<file path="src/verilog/trip_pkg.sv">
// Constants, register map and carrier types for the inverter trip and reset control.
// Assumes a 50 MHz clk_sys and an AHB-Lite master with single word transfers.
package trip_pkg;

  // Register byte addresses.
  localparam logic [7:0] CTRL_ADDR = 8'h00;
  localparam logic [7:0] OFF_DELAY_ADDR = 8'h04;
  localparam logic [7:0] STATUS_ADDR = 8'h08;

  // Reset values.
  localparam logic [31:0] CTRL_RESET = 32'h0000_0001;
  localparam logic [31:0] OFF_DELAY_RESET = 32'h0000_0000;

  // Timing, in milliseconds, and the cycle count of one millisecond.
  localparam int CLK_HZ = 50_000_000;
  localparam int MS_PER_S = 1000;
  localparam int MS_CYCLES = CLK_HZ / MS_PER_S;
  localparam int RESET_MIN_MS = 12;
  localparam int ALARM_CLEAR_MAX_MS = 30;
  localparam int STUCK_RESET_MS = 4000;
  localparam int OUT_HOLD_MS = 1000;
  localparam int KEY_WINDOW_MS = 3000;
  localparam int MS_CNT_W = 13;

  // Trip codes.
  localparam logic [7:0] THERMAL_TRIP_CODE = 8'h23;
  localparam logic [7:0] THERM_OPEN_CODE = 8'h24;
  localparam logic [7:0] NO_TRIP_CODE = 8'h00;

  localparam int NUM_TERM = 6;
  localparam int NUM_LOGIC_OUT = 3;
  localparam logic [2:0] THERM_TERM = 3'h6;

  // Control register layout, high bits first.
  typedef struct packed {
    logic [21:0] unused;
    logic input_six_function_select;
    logic [5:0] closed_polarity;
    logic [2:0] reset_terminal;
  } ctrl_s;

  // Off-delay register layout; a nonzero field only selects the fixed one-second hold.
  typedef struct packed {
    logic [7:0] unused;
    logic [7:0] third_output_off_delay;
    logic [7:0] second_output_off_delay;
    logic [7:0] first_output_off_delay;
  } off_delay_s;

  // Status register layout.
  typedef struct packed {
    logic [12:0] unused;
    logic [2:0] logic_out;
    logic [7:0] trip_code;
    logic [2:0] zero;
    logic motor_on;
    logic reset_active;
    logic comm_error;
    logic alarm;
    logic trip;
  } status_s;

endpackage

</file>
<file path="src/verilog/ms_width_timer.sv">
// Millisecond width timer for one synchronised level.
// Assumes ms_tick is a one-cycle pulse once per millisecond from the same clock.
`timescale 1ns/1ns
module ms_width_timer
  import trip_pkg::*;
#(
  parameter int CNT_W = MS_CNT_W
)
(
  input wire logic clk_sys,
  input wire logic rst_b,
  input wire logic clk_en,
  input wire logic ms_tick,
  input wire logic level,
  input wire logic [CNT_W-1:0] min_ms,
  output logic width_met,
  output logic released_ok,
  output logic [CNT_W-1:0] active_ms
);

  logic [CNT_W-1:0] cnt_q;
  logic [CNT_W-1:0] cnt_d;
  logic level_q;
  logic cnt_full;

  // The count saturates so a stuck input never wraps back under the limit.
  assign cnt_full = &cnt_q;
  assign cnt_d = !level ? '0 : (ms_tick && !cnt_full) ? cnt_q + 1'b1 : cnt_q;
  assign width_met = level && (cnt_q >= min_ms);
  assign released_ok = level_q && !level && (cnt_q >= min_ms);
  assign active_ms = cnt_q;

  // Width counter, in whole milliseconds of the level being high.
  always_ff @(posedge clk_sys)
  begin
    if (!rst_b)
    begin
      cnt_q <= '0;
      level_q <= 1'b0;
    end
    else if (clk_en)
    begin
      cnt_q <= cnt_d;
      level_q <= level;
    end
  end

endmodule // ms_width_timer

</file>
<file path="src/verilog/trip_reset_ctrl.sv">
// Trip and reset control: reset contact, power-up reset, stop/reset key and thermistor trip.
// Assumes synchronous inputs on clk_sys and a single AHB-Lite master for the registers.
`timescale 1ns/1ns
module trip_reset_ctrl
  import trip_pkg::*;
#(
  parameter int MS_TICK_CYCLES = MS_CYCLES
)
(
  input wire logic clk_sys,
  input wire logic rst_b,
  input wire logic clk_en,
  input wire logic hsel,
  input wire logic [31:0] haddr,
  input wire logic [1:0] htrans,
  input wire logic hwrite,
  input wire logic [2:0] hsize,
  input wire logic [31:0] hwdata,
  input wire logic hready,
  output logic hreadyout,
  output logic hresp,
  output logic [31:0] hrdata,
  input wire logic [5:0] terminal_in,
  input wire logic thermistor_sense_input,
  input wire logic thermistor_open,
  input wire logic [3:0] operator_keys,
  input wire logic remote_operator_present,
  input wire logic run_command,
  input wire logic [2:0] logic_request,
  output logic motor_on,
  output logic coast,
  output logic [2:0] logic_out,
  output logic alarm_out,
  output logic [7:0] trip_code,
  output logic comm_error,
  output logic powerup_reset
);

  // ******************************************************
  // Bus slave
  // ******************************************************
  ctrl_s ctrl_q;
  off_delay_s delay_q;
  status_s status;
  logic wr_pend_q;
  logic [7:0] wr_addr_q;
  logic [31:0] rdata_q;
  wire addr_phase = hsel && hready && htrans[1];
  wire take_write = addr_phase && hwrite;
  wire take_read = addr_phase && !hwrite;
  wire [7:0] a_addr = haddr[7:0];
  wire a_mapped = haddr[31:8] == 24'h00_0000;
  wire [31:0] read_mux = !a_mapped ? 32'h0000_0000 :
                         (a_addr == CTRL_ADDR) ? 32'(ctrl_q) :
                         (a_addr == OFF_DELAY_ADDR) ? 32'(delay_q) :
                         (a_addr == STATUS_ADDR) ? 32'(status) : 32'h0000_0000;

  // Every transfer completes with no wait state and an OKAY answer.
  assign hreadyout = 1'b1;
  assign hresp = 1'b0;
  assign hrdata = rdata_q;

  // Address phase capture; read data is sampled here so it leaves a flip-flop.
  always_ff @(posedge clk_sys)
  begin
    if (!rst_b)
    begin
      wr_pend_q <= 1'b0;
      wr_addr_q <= 8'h00;
      rdata_q <= 32'h0000_0000;
    end
    else if (clk_en)
    begin
      wr_pend_q <= take_write && a_mapped;
      wr_addr_q <= a_addr;
      if (take_read)
      begin
        rdata_q <= read_mux;
      end
    end
  end

  // Data phase write; unmapped or read-only words ignore the data.
  wire wr_ctrl = wr_pend_q && (wr_addr_q == CTRL_ADDR);
  wire wr_delay = wr_pend_q && (wr_addr_q == OFF_DELAY_ADDR);
  always_ff @(posedge clk_sys)
  begin
    if (!rst_b)
    begin
      ctrl_q <= ctrl_s'(CTRL_RESET);
      delay_q <= off_delay_s'(OFF_DELAY_RESET);
    end
    else if (clk_en)
    begin
      if (wr_ctrl)
      begin
        ctrl_q <= ctrl_s'({22'h00_0000, hwdata[9:0]});
      end
      if (wr_delay)
      begin
        delay_q <= off_delay_s'({8'h00, hwdata[23:0]});
      end
    end
  end

  // ******************************************************
  // Millisecond time base
  // ******************************************************
  localparam int TICK_W = $clog2(MS_TICK_CYCLES + 1);
  logic [TICK_W-1:0] tick_cnt_q;
  wire ms_tick = tick_cnt_q == TICK_W'(MS_TICK_CYCLES - 1);

  // Free-running divider; it freezes with clk_en like everything else.
  always_ff @(posedge clk_sys)
  begin
    if (!rst_b)
    begin
      tick_cnt_q <= '0;
    end
    else if (clk_en)
    begin
      tick_cnt_q <= ms_tick ? '0 : tick_cnt_q + 1'b1;
    end
  end

  // ******************************************************
  // Terminal decode
  // ******************************************************
  logic [5:0] polarity_eff;
  logic [5:0] term_level;
  logic [5:0] sync1_q;
  logic [5:0] sync2_q;
  wire therm_on = ctrl_q.input_six_function_select;

  // Each terminal may be inverted, except the one that carries the reset.
  genvar t;
  generate
    for (t = 0; t < NUM_TERM; t++)
    begin : g_term
      assign polarity_eff[t] = ctrl_q.closed_polarity[t] &&
                               (ctrl_q.reset_terminal != 3'(t + 1));
      assign term_level[t] = sync2_q[t] ^ polarity_eff[t];
    end
  endgenerate

  // Two-stage synchroniser on the contacts, so bounce near an edge is not split.
  always_ff @(posedge clk_sys)
  begin
    if (!rst_b)
    begin
      sync1_q <= 6'h00;
      sync2_q <= 6'h00;
    end
    else if (clk_en)
    begin
      sync1_q <= terminal_in;
      sync2_q <= sync1_q;
    end
  end

  // Terminal 6 cannot carry the reset while it is used as the thermistor input.
  wire reset_sel_ok = (ctrl_q.reset_terminal != 3'h0) &&
                      (ctrl_q.reset_terminal <= 3'(NUM_TERM)) &&
                      !(therm_on && ctrl_q.reset_terminal == THERM_TERM);
  wire [2:0] reset_idx = ctrl_q.reset_terminal - 3'h1;
  wire reset_contact_input = reset_sel_ok && term_level[reset_idx];
  wire therm_hot = therm_on && thermistor_sense_input;
  wire therm_open = therm_on && thermistor_open;

  // ******************************************************
  // Reset pulse timing
  // ******************************************************
  logic reset_width_met;
  logic reset_release_ok;
  logic [MS_CNT_W-1:0] reset_ms;

  ms_width_timer #(
    .CNT_W(MS_CNT_W)
  ) u_reset_timer (
    .clk_sys(clk_sys),
    .rst_b(rst_b),
    .clk_en(clk_en),
    .ms_tick(ms_tick),
    .level(reset_contact_input),
    .min_ms(MS_CNT_W'(RESET_MIN_MS)),
    .width_met(reset_width_met),
    .released_ok(reset_release_ok),
    .active_ms(reset_ms)
  );

  // ******************************************************
  // Keys, power-up window and stuck reset
  // ******************************************************
  logic [3:0] keys_q;
  logic por_pend_q;
  logic [1:0] first_q;
  logic held_from_por_q;
  logic comm_err_q;
  logic [MS_CNT_W-1:0] up_ms_q;
  wire [3:0] key_press = operator_keys & ~keys_q;
  wire any_key = |key_press;
  wire key_window = up_ms_q < MS_CNT_W'(KEY_WINDOW_MS);
  wire key_allowed = !remote_operator_present || key_window;
  wire stuck_reset = held_from_por_q && (reset_ms > MS_CNT_W'(STUCK_RESET_MS));

  // Power-up bookkeeping; the up-time counter saturates after the key window.
  // The contact synchroniser is cleared by reset, so a contact held across power-up is
  // assumed held until the synchroniser has refilled and shows it open.
  always_ff @(posedge clk_sys)
  begin
    if (!rst_b)
    begin
      keys_q <= 4'h0;
      por_pend_q <= 1'b1;
      first_q <= 2'b11;
      held_from_por_q <= 1'b1;
      up_ms_q <= '0;
    end
    else if (clk_en)
    begin
      keys_q <= operator_keys;
      por_pend_q <= 1'b0;
      first_q <= {first_q[0], 1'b0};
      if (ms_tick && key_window)
      begin
        up_ms_q <= up_ms_q + 1'b1;
      end
      if ((first_q == 2'b00) && !reset_contact_input)
      begin
        held_from_por_q <= 1'b0;
      end
    end
  end

  // The error shows no trip; it needs both release and a key, so setting wins.
  always_ff @(posedge clk_sys)
  begin
    if (!rst_b)
    begin
      comm_err_q <= 1'b0;
    end
    else if (clk_en)
    begin
      if (stuck_reset)
      begin
        comm_err_q <= 1'b1;
      end
      else if (!reset_contact_input && any_key)
      begin
        comm_err_q <= 1'b0;
      end
    end
  end

  // ******************************************************
  // Trip and alarm
  // ******************************************************
  logic trip_q;
  logic [7:0] code_q;
  wire key_reset = key_press[0] && key_allowed && trip_q;
  wire reset_op = por_pend_q || reset_release_ok || key_reset;
  wire trip_clear = reset_op || reset_width_met;
  wire trip_set = therm_hot || therm_open;

  // A thermistor fault present in the clearing cycle keeps the trip set.
  always_ff @(posedge clk_sys)
  begin
    if (!rst_b)
    begin
      trip_q <= 1'b0;
      code_q <= NO_TRIP_CODE;
    end
    else if (clk_en)
    begin
      if (trip_set && !trip_q)
      begin
        trip_q <= 1'b1;
        code_q <= therm_hot ? THERMAL_TRIP_CODE : THERM_OPEN_CODE;
      end
      else if (trip_clear && !trip_set)
      begin
        trip_q <= 1'b0;
        code_q <= NO_TRIP_CODE;
      end
    end
  end

  // ******************************************************
  // Motor and logic outputs
  // ******************************************************
  logic motor_q;
  logic coast_q;
  logic reset_q;
  logic hold_run_q;
  logic [MS_CNT_W-1:0] hold_ms_q;
  logic [2:0] hold_mask_q;
  logic [2:0] out_q;
  logic [2:0] delay_nz;
  logic [2:0] out_d;
  wire reset_onset = reset_contact_input && !reset_q;
  wire hold_done = hold_ms_q >= MS_CNT_W'(OUT_HOLD_MS);

  // Drive is allowed once the trip is gone, so a live run command restarts.
  wire motor_d = run_command && !trip_q && !trip_set && !reset_contact_input;

  // Coast is flagged when drive is cut by the reset while the motor runs.
  wire coast_d = reset_contact_input && (motor_q || coast_q);

  assign delay_nz[0] = delay_q.first_output_off_delay != 8'h00;
  assign delay_nz[1] = delay_q.second_output_off_delay != 8'h00;
  assign delay_nz[2] = delay_q.third_output_off_delay != 8'h00;

  // Per output: off at once on reset, or held for the fixed period when delayed.
  genvar o;
  generate
    for (o = 0; o < NUM_LOGIC_OUT; o++)
    begin : g_out
      assign out_d[o] = !reset_contact_input ? logic_request[o] :
                        reset_onset ? (out_q[o] && delay_nz[o]) :
                        (hold_mask_q[o] && hold_run_q && !hold_done);
    end
  endgenerate

  // Output stage and the one-second hold timer started at reset onset.
  always_ff @(posedge clk_sys)
  begin
    if (!rst_b)
    begin
      motor_q <= 1'b0;
      coast_q <= 1'b0;
      reset_q <= 1'b0;
      hold_run_q <= 1'b0;
      hold_ms_q <= '0;
      hold_mask_q <= 3'h0;
      out_q <= 3'h0;
    end
    else if (clk_en)
    begin
      motor_q <= motor_d;
      coast_q <= coast_d;
      reset_q <= reset_contact_input;
      out_q <= out_d;
      if (reset_onset)
      begin
        hold_run_q <= 1'b1;
        hold_ms_q <= '0;
        hold_mask_q <= out_q & delay_nz;
      end
      else if (!reset_contact_input || hold_done)
      begin
        hold_run_q <= 1'b0;
      end
      else if (ms_tick)
      begin
        hold_ms_q <= hold_ms_q + 1'b1;
      end
    end
  end

  // Power-up reset pulse, also raised by every accepted reset operation.
  logic por_out_q;
  always_ff @(posedge clk_sys)
  begin
    if (!rst_b)
    begin
      por_out_q <= 1'b0;
    end
    else if (clk_en)
    begin
      por_out_q <= reset_op || reset_width_met;
    end
  end

  // ******************************************************
  // Status and outputs
  // ******************************************************
  assign status.unused = 13'h0000;
  assign status.logic_out = out_q;
  assign status.trip_code = code_q;
  assign status.zero = 3'h0;
  assign status.motor_on = motor_q;
  assign status.reset_active = reset_contact_input;
  assign status.comm_error = comm_err_q;
  assign status.alarm = trip_q;
  assign status.trip = trip_q;

  assign motor_on = motor_q;
  assign coast = coast_q;
  assign logic_out = out_q;
  assign alarm_out = trip_q;
  assign trip_code = code_q;
  assign comm_error = comm_err_q;
  assign powerup_reset = por_out_q;

endmodule // trip_reset_ctrl

</file>
<file path="config.mk">
export PLATFORM = sky130hd
export DESIGN_NAME = trip_reset_ctrl
export DESIGN_NICKNAME = d
export VERILOG_FILES = /design/src/verilog/trip_pkg.sv /design/src/verilog/ms_width_timer.sv /design/src/verilog/trip_reset_ctrl.sv
export SDC_FILE = /design/constraint.sdc
export NUM_CORES = 1
export LEC_CHECK = 0
export BUFFER_PORTS_ARGS = -buffer_cell sky130_fd_sc_hd__buf_4
export CAP_MARGIN = 5
export CORE_MARGIN = 5
export CORE_UTILIZATION = 24
export CTS_CLUSTER_DIAMETER = 80
export DETAILED_ROUTE_END_ITERATION = 10
export GPL_TIMING_DRIVEN = 0
export SETUP_SLACK_MARGIN = 0.2
export SYNTH_ARGS = -nofsm -noshare
export SYNTH_HDL_FRONTEND = slang
export SYNTH_SLANG_ARGS = --single-unit
export TNS_END_PERCENT = 50
</file>
<file path="constraint.sdc">
create_clock -name clk_sys -period 2.3 [get_ports clk_sys]
set_input_delay 0.345 -clock clk_sys [delete_from_list [all_inputs] [get_ports clk_sys]]
set_output_delay 0.345 -clock clk_sys [all_outputs]
set_load 0.05 [all_outputs]
</file>
==> flow_summary.yaml, run 1 <==
cts:
  clockRootBuffer: "clkbuf_16"
  cts_max_level: 4
  numCtsBuffers: 17
  clkTransAtPathRegs_ns: 0.07
  cts.sinks: 156
  clkLatencyLatePin_ns: 0.43
  cts_tree: "done"
  cts_hold_buffers: 0
  clock_path_buffers: 2
finish:
  layout_commonest_cell: "nor2_1"
  syn2layout_area_growth_pct: 39.06
  drive_gt1_share_pct: 28.37
  fill_cells: 2951
  layout_common_cells: "nor2_1 (149), dfxtp_1 (148), buf_4 (141)"
  nets: 1077
  num_antenna_cells: 0
  fin_util_pct: 33.98
  post-route-cell-area_um2: 9832
sta:
  timing.final.crit_share_pct: 105.8
  finalHoldViolCount: 0
  tightest_slew_ns: 0.7853
  setup_violations: 22
  tns_ns: -1.350
  clock_skew_ns: 0.009537
  fin_ws_ns: -0.1339
  rsz0062_at_grt: "yes"
  drv_slew: 0
  whs_ns: 0.1484
  finalCriticalPeriod_ns: 2.434
  fmax_mhz: 410.9
  slew_headroom_pct: 47.65
drt:
  drt_pass1_iterations: 6
  dr.first_iter.drc_count: 464
  drcViolationCount: 0
  routedWlPerCell_um: 15.80
  ant_nets: 0
  vias: 6403
  routed_via_density: 4.670
  wirelength_mm: 21.66
power_and_ir_drop:
  vdd_drop_max_mv: 0.5162
  seqPwrFrac_pct: 45.4
  p_sw_mw: 1.480
  p_int_mw: 4.613
  p_clk_share_pct: 46.4
  p_leak_nw: 3.953
  cellPowerDensity_nw_per_um2: 619.8
  switching_share_pct: 24.29
  finalPower_mw: 6.094
  pwr-share-comb_pct: 8.2
hold_path:
  hp-class: "in -> reg"
synthesis:
  synth.yosys.warnings: 0
  netlist_area_um2: 7071
  synth_edf_count: 0
  async_flop_share_pct: 0
  ys_seq_elements: 156
  synth_cells: 807
  ys.flop_type: "dfxtp_1"
  syn_area_per_cell_um2: 8.762
  ys_seq_area_share_pct: 44.17
  synth_cell_types: 70
floorplan:
  dieArea_um2: 32990
  num_rows: 62
  core_um2: 28940
  ios: 142
  die_h_um: 181.6
  die_x_um: 181.6
  initial_core_util_pct: 24.44
global_route:
  gr-total-overflow: 0
  grt_antenna_before_repair: 1
  grt_pass1_wl_mm: 33.53
  grt_usage_pct: 12.57
  grt_pass1_vias: 6328
  grt_max_degree: 17
setup_path:
  cp_top_family: "simple AND/OR/NAND/NOR gates"
  worstSetupPathType: "reg -> reg"
  path_max_fanout: 7
  worst-path-buf-inv: 2
  slowest_delay_ns: 0.51
  worstPathRequired_ns: 2.65
  critPathLaunchType: "flop"
  cp_data_arrival_time_ns: 2.79
  worstPathCellList: "or4b_1 -> or4_4 -> buf_8 -> o21a_4 -> nor4b_4 -> buf_4 -> nand4_1 -> a21oi_1"
  end_kind: "flop"
  cp_slowest_cell: "or4b_1"
run_status:
  violations: "setup timing"
  status: "finished with violations"
placement:
  place_area_um2: 8586
  hpwl_mm: 16.01
  gp_congestion: 0.8050
  port_buffers: 115
run:
  drv_cap: 0
-- Yosys cell counts (all sizes together) (8+ instances only) --
cell / n / area, um2
ha: 11 / 137.6
o21ai: 33 / 176.4
nand2: 44 / 167.7
xor2: 23 / 201.4
nor4: 8 / 50.05
a22oi: 15 / 112.6
nand3: 15 / 75.07
a21oi: 43 / 219.0
nor2: 155 / 589.3
mux2i: 63 / 630.6
and3: 11 / 68.82
nor3: 10 / 50.05
dfxtp: 156 / 3123
clkbuf: 31 / 116.4
inv: 25 / 93.84
or4: 11 / 82.58
xnor2: 15 / 131.4
buf: 27 / 170.2
nand4: 20 / 140.1
or3: 9 / 56.30
-- path summary, 6_finish.rpt --
kind / start / to / slack, ns / depth (start not counted)
worst min-delay path: hwdata[18] / delay_q[18] / 0.15 / 3
worst max-delay path: tick_cnt_q[5] / hold_ms_q[6] / -0.13 / 8
worst min register to register: held_from_por_q / held_from_por_q / 0.46 / 2
worst max register to register: tick_cnt_q[5] / hold_ms_q[6] / -0.13 / 8
-- state kept, by name, indices dropped and copies added (netlist names), 6 cells and up --
| name | cells |
|---|---|
| ctrl_q | 9 |
| delay_q | 24 |
| hold_ms_q | 13 |
| hrdata | 24 |
| sync1_q | 6 |
| sync2_q | 6 |
| tick_cnt_q | 16 |
| u_reset_timer.active_ms | 13 |
| up_ms_q | 13 |
| wr_addr_q | 8 |
-- repair_timing --
item / 4_1_cts / 5_1_grt
setup buffers: 14 / 4
resized for setup: 69 / 58
pin swaps: 46 / 34
gates cloned: 1 / 2
endpoints found under the setup margin: 116 / 109
-- final cells by class --
| cell class | count | area [um2] | share of cell area (%) |
|---|---|---|---|
| clock buffers | 21 | 460.4 | 4.683 |
| clock inverters | 11 | 132.6 | 1.349 |
| multi-input cells | 580 | 4039 | 41.08 |
| repair buffers | 136 | 1075 | 10.93 |
| flip-flops and latches | 156 | 3138 | 31.92 |
| well taps | 384 | 480.5 | 4.887 |
| plain buffers | 58 | 407.9 | 4.149 |
| inverters | 25 | 98.84 | 1.005 |
-- metrics by stage --
| stage | setup slack, ns | instances |
|---|---|---|
| after global routing | -0.2440 | 1371 |
| after floorplan | -0.06492 | 819 |
| after CTS | -0.1638 | 1365 |
| after global placement | -0.9616 | 1318 |
| final | -0.1339 | 1371 |
| after detailed placement | -0.9332 | 1318 |
-- routing by layer --
layer	global-route usage, %	part of all wire (%)	up-vias
met4	4.713	2.4	2
met2	21.19	48	182
met1	15.70	44	3032
li1	-	-	3151
met3	2.781	5.4	36
met5	0	0.032	-
-- cell families after synthesis --
| logic type | Yosys count | share of synthesized area (%) |
|---|---|---|
| other | 2 | 0.1062 |
| adders and majority gates | 11 | 1.947 |
| DFF | 156 | 44.17 |
| buffers and inverters | 83 | 5.380 |
| AOI/OAI and AO/OA | 143 | 13.36 |
| muxes | 63 | 8.919 |
| xor gates and xnor gates | 38 | 4.707 |
| and+or+nand+nor | 311 | 21.41 |
-- power by group through the flow --
stage               sequential (mW)  clock [mW]  combinational [mW]
finish                         2.77        2.83               0.497
global route                   2.77        2.99               0.532
CTS                            2.77        2.88               0.482
detailed placement             2.83           0               0.454
global placement               2.82           0               0.449
floorplan                      2.83           0               0.235
-- worst min-delay path, delay by kind of cell --
kind	cells	cell delay (ns)
buffers and inverters	1	0.08
AND/OR/NAND/NOR	1	0.07
multiplexers	1	0.05
No activity file was read; power rests on OpenSTA's default activity.
==> run 2, diff against run 1 <==
--- a/config.mk
+++ b/config.mk
@@ -8,10 +8,11 @@
 export BUFFER_PORTS_ARGS = -buffer_cell sky130_fd_sc_hd__buf_4
 export CAP_MARGIN = 5
 export CORE_MARGIN = 5
-export CORE_UTILIZATION = 24
+export CORE_UTILIZATION = 44
 export CTS_CLUSTER_DIAMETER = 80
 export DETAILED_ROUTE_END_ITERATION = 10
 export GPL_TIMING_DRIVEN = 0
+export PLACE_DENSITY = 0.69
 export SETUP_SLACK_MARGIN = 0.2
 export SYNTH_ARGS = -nofsm -noshare
 export SYNTH_HDL_FRONTEND = slang
==> run 2 against run 1 <==
Flip-flop and latch count did not move. Routed wire length is 6.2% lower. First-iteration DRC count is 11% higher. The run still ends with setup timing left. Hold slack lost 0.0051 ns. Clock power increased by 5%. Combinational power shrank 1%. Register-to-register slack barely moved. Critical path type unchanged. Fmax decreased by 0.59%. Clock skew grew 0.0020 ns. Final area is 0.69% lower. Global-route usage increased by 9.0 points. Critical path depth did not move.
==> flow_summary.yaml, run 2 (synthesis results as in run 1) <==
run_status:
  status: "finished with violations"
  violations: "setup timing"
power_and_ir_drop:
  p_leak_nw: 4.042
  finalPower_mw: 6.221
  vdd_drop_max_mv: 0.5262
  cellPowerDensity_nw_per_um2: 637.1
cts:
  cts.sinks: 156
  clockRootBuffer: "clkbuf_16"
  cts_tree: "done"
  cts_hold_buffers: 0
  clock_path_buffers: 2
  clkTransAtPathRegs_ns: 0.07
  numCtsBuffers: 17
  cts_max_level: 4
  clkLatencyLatePin_ns: 0.44
placement:
  gp_congestion: 0.8655
  hpwl_mm: 14.09
  dp_slack_ns: -0.7595
  port_buffers: 115
drt:
  vias: 6505
  drt_pass1_iterations: 5
  drcViolationCount: 0
  wirelength_mm: 20.33
  routed_via_density: 5.345
  routedWlPerCell_um: 16.70
  dr.first_iter.drc_count: 514
  ant_nets: 0
floorplan:
  num_rows: 46
  die_h_um: 136.8
  dieArea_um2: 18700
  ios: 142
  core_um2: 15830
  die_x_um: 136.8
  initial_core_util_pct: 44.67
finish:
  layout_commonest_cell: "buf_4"
  drive_gt1_share_pct: 30.27
  fin_util_pct: 61.69
  nets: 1091
  layout_common_cells: "buf_4 (158), nor2_1 (150), dfxtp_1 (148)"
  num_antenna_cells: 0
  syn2layout_area_growth_pct: 38.10
hold_path:
  min_to: "sync1_q[5]"
  hp-class: "in -> reg"
  worstHoldStart: "terminal_in[5]"
  hold_depth: 3
sta:
  clock_skew_ns: 0.01152
  finalHoldViolCount: 0
  timing.final.crit_share_pct: 106.5
  whs_ns: 0.1432
  slew_headroom_pct: 45.06
  tightest_slew_ns: 0.8242
  finalCriticalPeriod_ns: 2.448
  rsz0062_at_grt: "yes"
  drv_slew: 0
  fmax_mhz: 408.4
  setup_violations: 29
  fin_ws_ns: -0.1484
setup_path:
  worstPathCellList: "or4b_1 -> or4_4 -> buf_8 -> buf_12 -> nor2_4 -> nand4_4 -> or3_4 -> a21oi_2"
  path_max_fanout: 6
  reg2reg_from: "tick_cnt_q[7]"
  cp_slowest_cell: "or4b_1"
  slowest_delay_ns: 0.51
  ff2ff_path_depth: 8
  cp-startpoint: "tick_cnt_q[7]"
  cp_top_family: "simple AND/OR/NAND/NOR gates"
  r2r-end: "up_ms_q[7]"
  critPathLaunchType: "flop"
  worstPathRequired_ns: 2.66
  worst-path-buf-inv: 2
  r2r_setup_slack_ns: -0.15
  end_kind: "flop"
  worstSetupPathType: "reg -> reg"
  cp_data_arrival_time_ns: 2.81
global_route:
  grt_antenna_before_repair: 0
  grt_pass1_vias: 6306
  grt_usage_pct: 21.56
  grt_pass1_wl_mm: 31.64
  gr-total-overflow: 0
  grt_max_degree: 17
run:
  drv_cap: 0
-- run 2: cell types whose count changed in the layout (fill, tap and decap cells not counted), sizes merged --
cell and delta:
clkbuf -2, buf +13, clkinv -2, inv +6, clkinvlp -1
-- run 2: layout make-up --
class / instances / area [um2]
Buffer: 58 / 380.4
Clock buffer: 18 / 450.4
Clock inverter: 14 / 171.4
Fill cell: 1322 / 6063
Inverter: 25 / 101.3
Multi-Input combinational cell: 580 / 4079
Sequential cell: 156 / 3141
Tap cell: 216 / 270.3
Timing Repair Buffer: 150 / 1171
-- run 2: layer usage --
layer	wire length (um)	global-route usage (%)	vias up
li1	-	-	3183
met1	9062	28.12	3108
met2	9748	35.73	183
met3	1115	3.750	31
met4	399	8.063	0
met5	0	0	-
-- run 2: power by group --
group | internal [mW] | switching (mW)
clock | 1.71 | 1.25
combinational | 0.208 | 0.284
sequential | 2.73 | 0.0330
total | 4.65 | 1.57
-- run 2: worst max path at each step --
stage,endpoint,slack [ns],cells after the start
2_1_floorplan,hold_ms_q[6],-0.06,7
4_1_cts,hold_ms_q[6],-0.17,8
5_1_grt,u_reset_timer.active_ms[8],-0.24,9
3_5_place_dp,hrdata[7],-0.76,10
3_3_place_gp,hrdata[7],-0.71,10
6_report,up_ms_q[7],-0.15,8
-- run 2: what timing repair did --
item,4_1_cts,5_1_grt
resized for setup,72,58
endpoints found under the setup margin,110,110
gates cloned,2,1
pin swaps,53,30
setup buffers,22,10
-- run 2: per-stage QoR --
| stage | instance area, um2 | instances | TNS (ns) |
|---|---|---|---|
| floorplan | 7242 | 819 | -0.1308 |
| global placement | 8376 | 1150 | -34.97 |
| detailed placement | 8376 | 1150 | -37.41 |
| CTS | 9479 | 1206 | -2.583 |
| global route | 9764 | 1217 | -4.748 |
| finish | 9764 | 1217 | -2.235 |
-- run 2: worst min-delay path, delay by kind of cell --
kind,cells,cell delay [ns]
simple gates,1,0.07
mux,1,0.05
buf+inv,1,0.08
==> run 3, diff against run 2 <==
--- a/config.mk
+++ b/config.mk
@@ -5,6 +5,7 @@
 export SDC_FILE = /design/constraint.sdc
 export NUM_CORES = 1
 export LEC_CHECK = 0
+export ABC_AREA = 1
 export BUFFER_PORTS_ARGS = -buffer_cell sky130_fd_sc_hd__buf_4
 export CAP_MARGIN = 5
 export CORE_MARGIN = 5
==> run 3 against run 2 <==
The run now ends clean. Worst setup slack improved by 0.34 ns. Routed wire length up 2.6%. Global-route usage down 0.43 points. Register-to-register slack gained 0.34 ns. Via count is 10% higher. Clock power fell by 3%. Total power is 0.50% lower. Combinational power grew 9.1%. Core utilization fell by 3.7 points. Clock skew hardly changed. Final cell count increased by 14%. Critical path depth is 7 higher. Critical endpoint is now u_reset_timer.active_ms[8]. Largest cell class unchanged. Largest power group unchanged. Highest routed layer unchanged.
==> flow_summary.yaml, run 3 <==
power_and_ir_drop:
  p_leak_nw: 3.722
  vdd_drop_max_mv: 0.5232
  finalPower_mw: 6.190
  cellPowerDensity_nw_per_um2: 667.4
synthesis:
  ys_seq_elements: 156
  syn_area_per_cell_um2: 7.238
  synth_cells: 1000
  synth_compound_area_share_pct: 18.10
  muxShareOfSynthArea_pct: 0
  netlist_area_um2: 7238
  synth.yosys.warnings: 0
  synth_fa_ha_area_share_pct: 1.901
  async_flop_share_pct: 0
  ys.flop_type: "dfxtp_1"
  synth_edf_count: 0
  synth_commonest_cells: "dfxtp_1 (156), nand2_1 (145), nor2_1 (133), inv_1 (107), a21oi_1 (105)"
  synth_xor_area_share_pct: 0.7260
  synth_top_area_share_pct: 43.15
  ys_seq_area_share_pct: 43.15
  synth_cell_types: 49
  synth.most_common_cell: "dfxtp_1"
  yosysTopAreaCell: "dfxtp_1"
  synth_top_family_by_area: "simple AND/OR/NAND/NOR gates"
  synth_simple_gate_area_share_pct: 26.26
  yosys-top-cells-area: "dfxtp_1 (43%), nand2_1 (7.5%), a21oi_1 (7.3%), o21ai_0 (7.2%), nor2_1 (6.9%)"
floorplan:
  core_um2: 16000
  initial_core_util_pct: 45.24
  ios: 142
  die_h_um: 138.3
  dieArea_um2: 19120
  die_x_um: 138.3
  num_rows: 46
finish:
  fill_cells: 1563
  stdcell_count: 1384
  layout_common_cells: "dfxtp_1 (150), buf_4 (141), nand2_1 (140)"
  regArea_um2: 3136
  multiInputGateArea_um2: 3608
  syn2layout_area_growth_pct: 28.14
  fin_util_pct: 57.97
  drive_gt1_share_pct: 20.89
  num_antenna_cells: 0
  layout_commonest_cell: "dfxtp_1"
  nets: 1259
sta:
  timing.final.crit_share_pct: 91.78
  finalCriticalPeriod_ns: 2.111
  drv_slew: 0
  setup_violations: 0
  slew_headroom_pct: 49.32
  clock_skew_ns: 0.01137
  finalHoldViolCount: 0
  whs_ns: 0.1404
  fin_ws_ns: 0.1890
  fmax_mhz: 473.7
  rsz0062_at_grt: "yes"
  tightest_slew_ns: 0.7602
drt:
  drcViolationCount: 0
  drt_pass1_iterations: 5
  routed_via_density: 5.182
  vias: 7172
  dr.first_iter.drc_count: 598
  routedWlPerCell_um: 15.06
  ant_nets: 0
  wirelength_mm: 20.85
placement:
  hpwl_mm: 15.45
  port_buffers: 114
  dp_cells: 1342
  gp_congestion: 0.9288
  dp_slack_ns: -0.1214
run_status:
  status: "finished, final reports clean"
cts:
  clkLatencyLatePin_ns: 0.43
  clock_path_buffers: 2
  clockRootBuffer: "clkbuf_16"
  cts_max_level: 4
  numCtsBuffers: 17
  cts_hold_buffers: 0
  cts_tree: "done"
  cts.sinks: 156
  clkTransAtPathRegs_ns: 0.06
global_route:
  grt_use_met1_pct: 26.63
  grtUsageMet3_pct: 5.345
  grt_usage_pct: 21.13
  grt_max_degree: 17
  grt_pass1_vias: 6629
  grt_most_used_layer: "met2"
  grt_antenna_before_repair: 0
  grt_pass1_wl_mm: 33.33
  gr-total-overflow: 0
  grtUsageMet2_pct: 35.12
setup_path:
  cp_slowest_cell: "dfxtp_4"
  path_max_fanout: 7
  slowest_delay_ns: 0.38
  critPathLaunchType: "flop"
  reg2reg_from: "ctrl_q[0]"
  cp-startpoint: "ctrl_q[0]"
  end_kind: "flop"
  r2r_setup_slack_ns: 0.19
  cp_data_arrival_time_ns: 2.47
  endpoint: "u_reset_timer.active_ms[8]"
  worstPathRequired_ns: 2.66
  r2r-end: "u_reset_timer.active_ms[8]"
  ff2ff_path_depth: 15
  worstPathCellList: "inv_6 -> ha_4 -> nand2_4 -> nand2_2 -> nand2_1 -> nand3_1 -> nand3_2 -> a21oi_2 -> nand2_4 -> buf_8 -> nand2_8 -> clkinvlp_4 -> nor2_4 -> nand2_1 -> a21oi_2"
  worstSetupPathType: "reg -> reg"
run:
  drv_cap: 0
hold_path:
  hp-class: "in -> reg"
  hold_depth: 3
[run 3: cell types whose count changed after synthesis, sizes merged, moves of 13 or more]
cell,previous run,this run
nand2,44,155
inv,25,110
o21ai,33,108
a21oi,43,109
mux2i,63,0
nand3,15,59
xor2,23,3
nor2,155,138
nor3,10,25
a22oi,15,2
[run 3: metrics by stage]
stage          setup TNS [ns]  area [um2]
2_1_floorplan               0        7283
3_3_place_gp           -2.911        8409
3_5_place_dp           -2.970        8409
4_1_cts                     0        9144
5_1_grt                     0        9275
6_report                    0        9275
[run 3: cells by family (layout without fill, tap and decap cells)]
kind of cell,after synthesis,in the layout
fa+ha+maj,11,11
flops,156,156
xor+xnor,6,6
simple gates,419,419
compound gates,244,244
other cells,2,14
buf+inv,162,318
[run 3: power breakdown]
part,internal (mW),switching (mW)
clock,1.72,1.16
combinational,0.208,0.329
sequential,2.75,0.0309
[run 3: worst max-delay path, delay by kind of cell, from the launching register on]
family	cells	cell delay (ns)
buf+inv	3	0.39
flops	1	0.38
compound gates	2	0.30
simple gates	9	0.84
fa+ha+maj	1	0.14
[run 3: metal layers]
layer / wire (um) / vias to the layer above
met5: 0 / -
met1: 9198 / 3289
li1: - / 3609
met4: 599 / 0
met3: 1216 / 44
met2: 9834 / 230
[run 3: worst min path at each step]
stage                              start          end  slack [ns]
after floorplan              up_ms_q[12]  up_ms_q[12]        0.40
after global placement       up_ms_q[12]  up_ms_q[12]        0.42
after detailed placement     up_ms_q[12]  up_ms_q[12]        0.42
after CTS                 terminal_in[0]   sync1_q[0]        0.13
after global routing      terminal_in[4]   sync1_q[4]        0.16
final                     terminal_in[0]   sync1_q[0]        0.14
[run 3: final cells by class]
type	count	area share, %
Buffer	51	3.143
Clock buffer	19	4.667
Clock inverter	12	1.767
Inverter	111	4.640
Multi-Input combinational cell	694	38.90
Sequential cell	156	33.81
Tap cell	216	2.914
Timing Repair Buffer	125	10.16
[run 3: repair_timing]
action	CTS	global route
buffers inserted	8	3
pin swaps	7	14
endpoints found under the hold margin	0	0
endpoints found under the setup margin	44	52
resized for setup	25	30
gates cloned	0	0
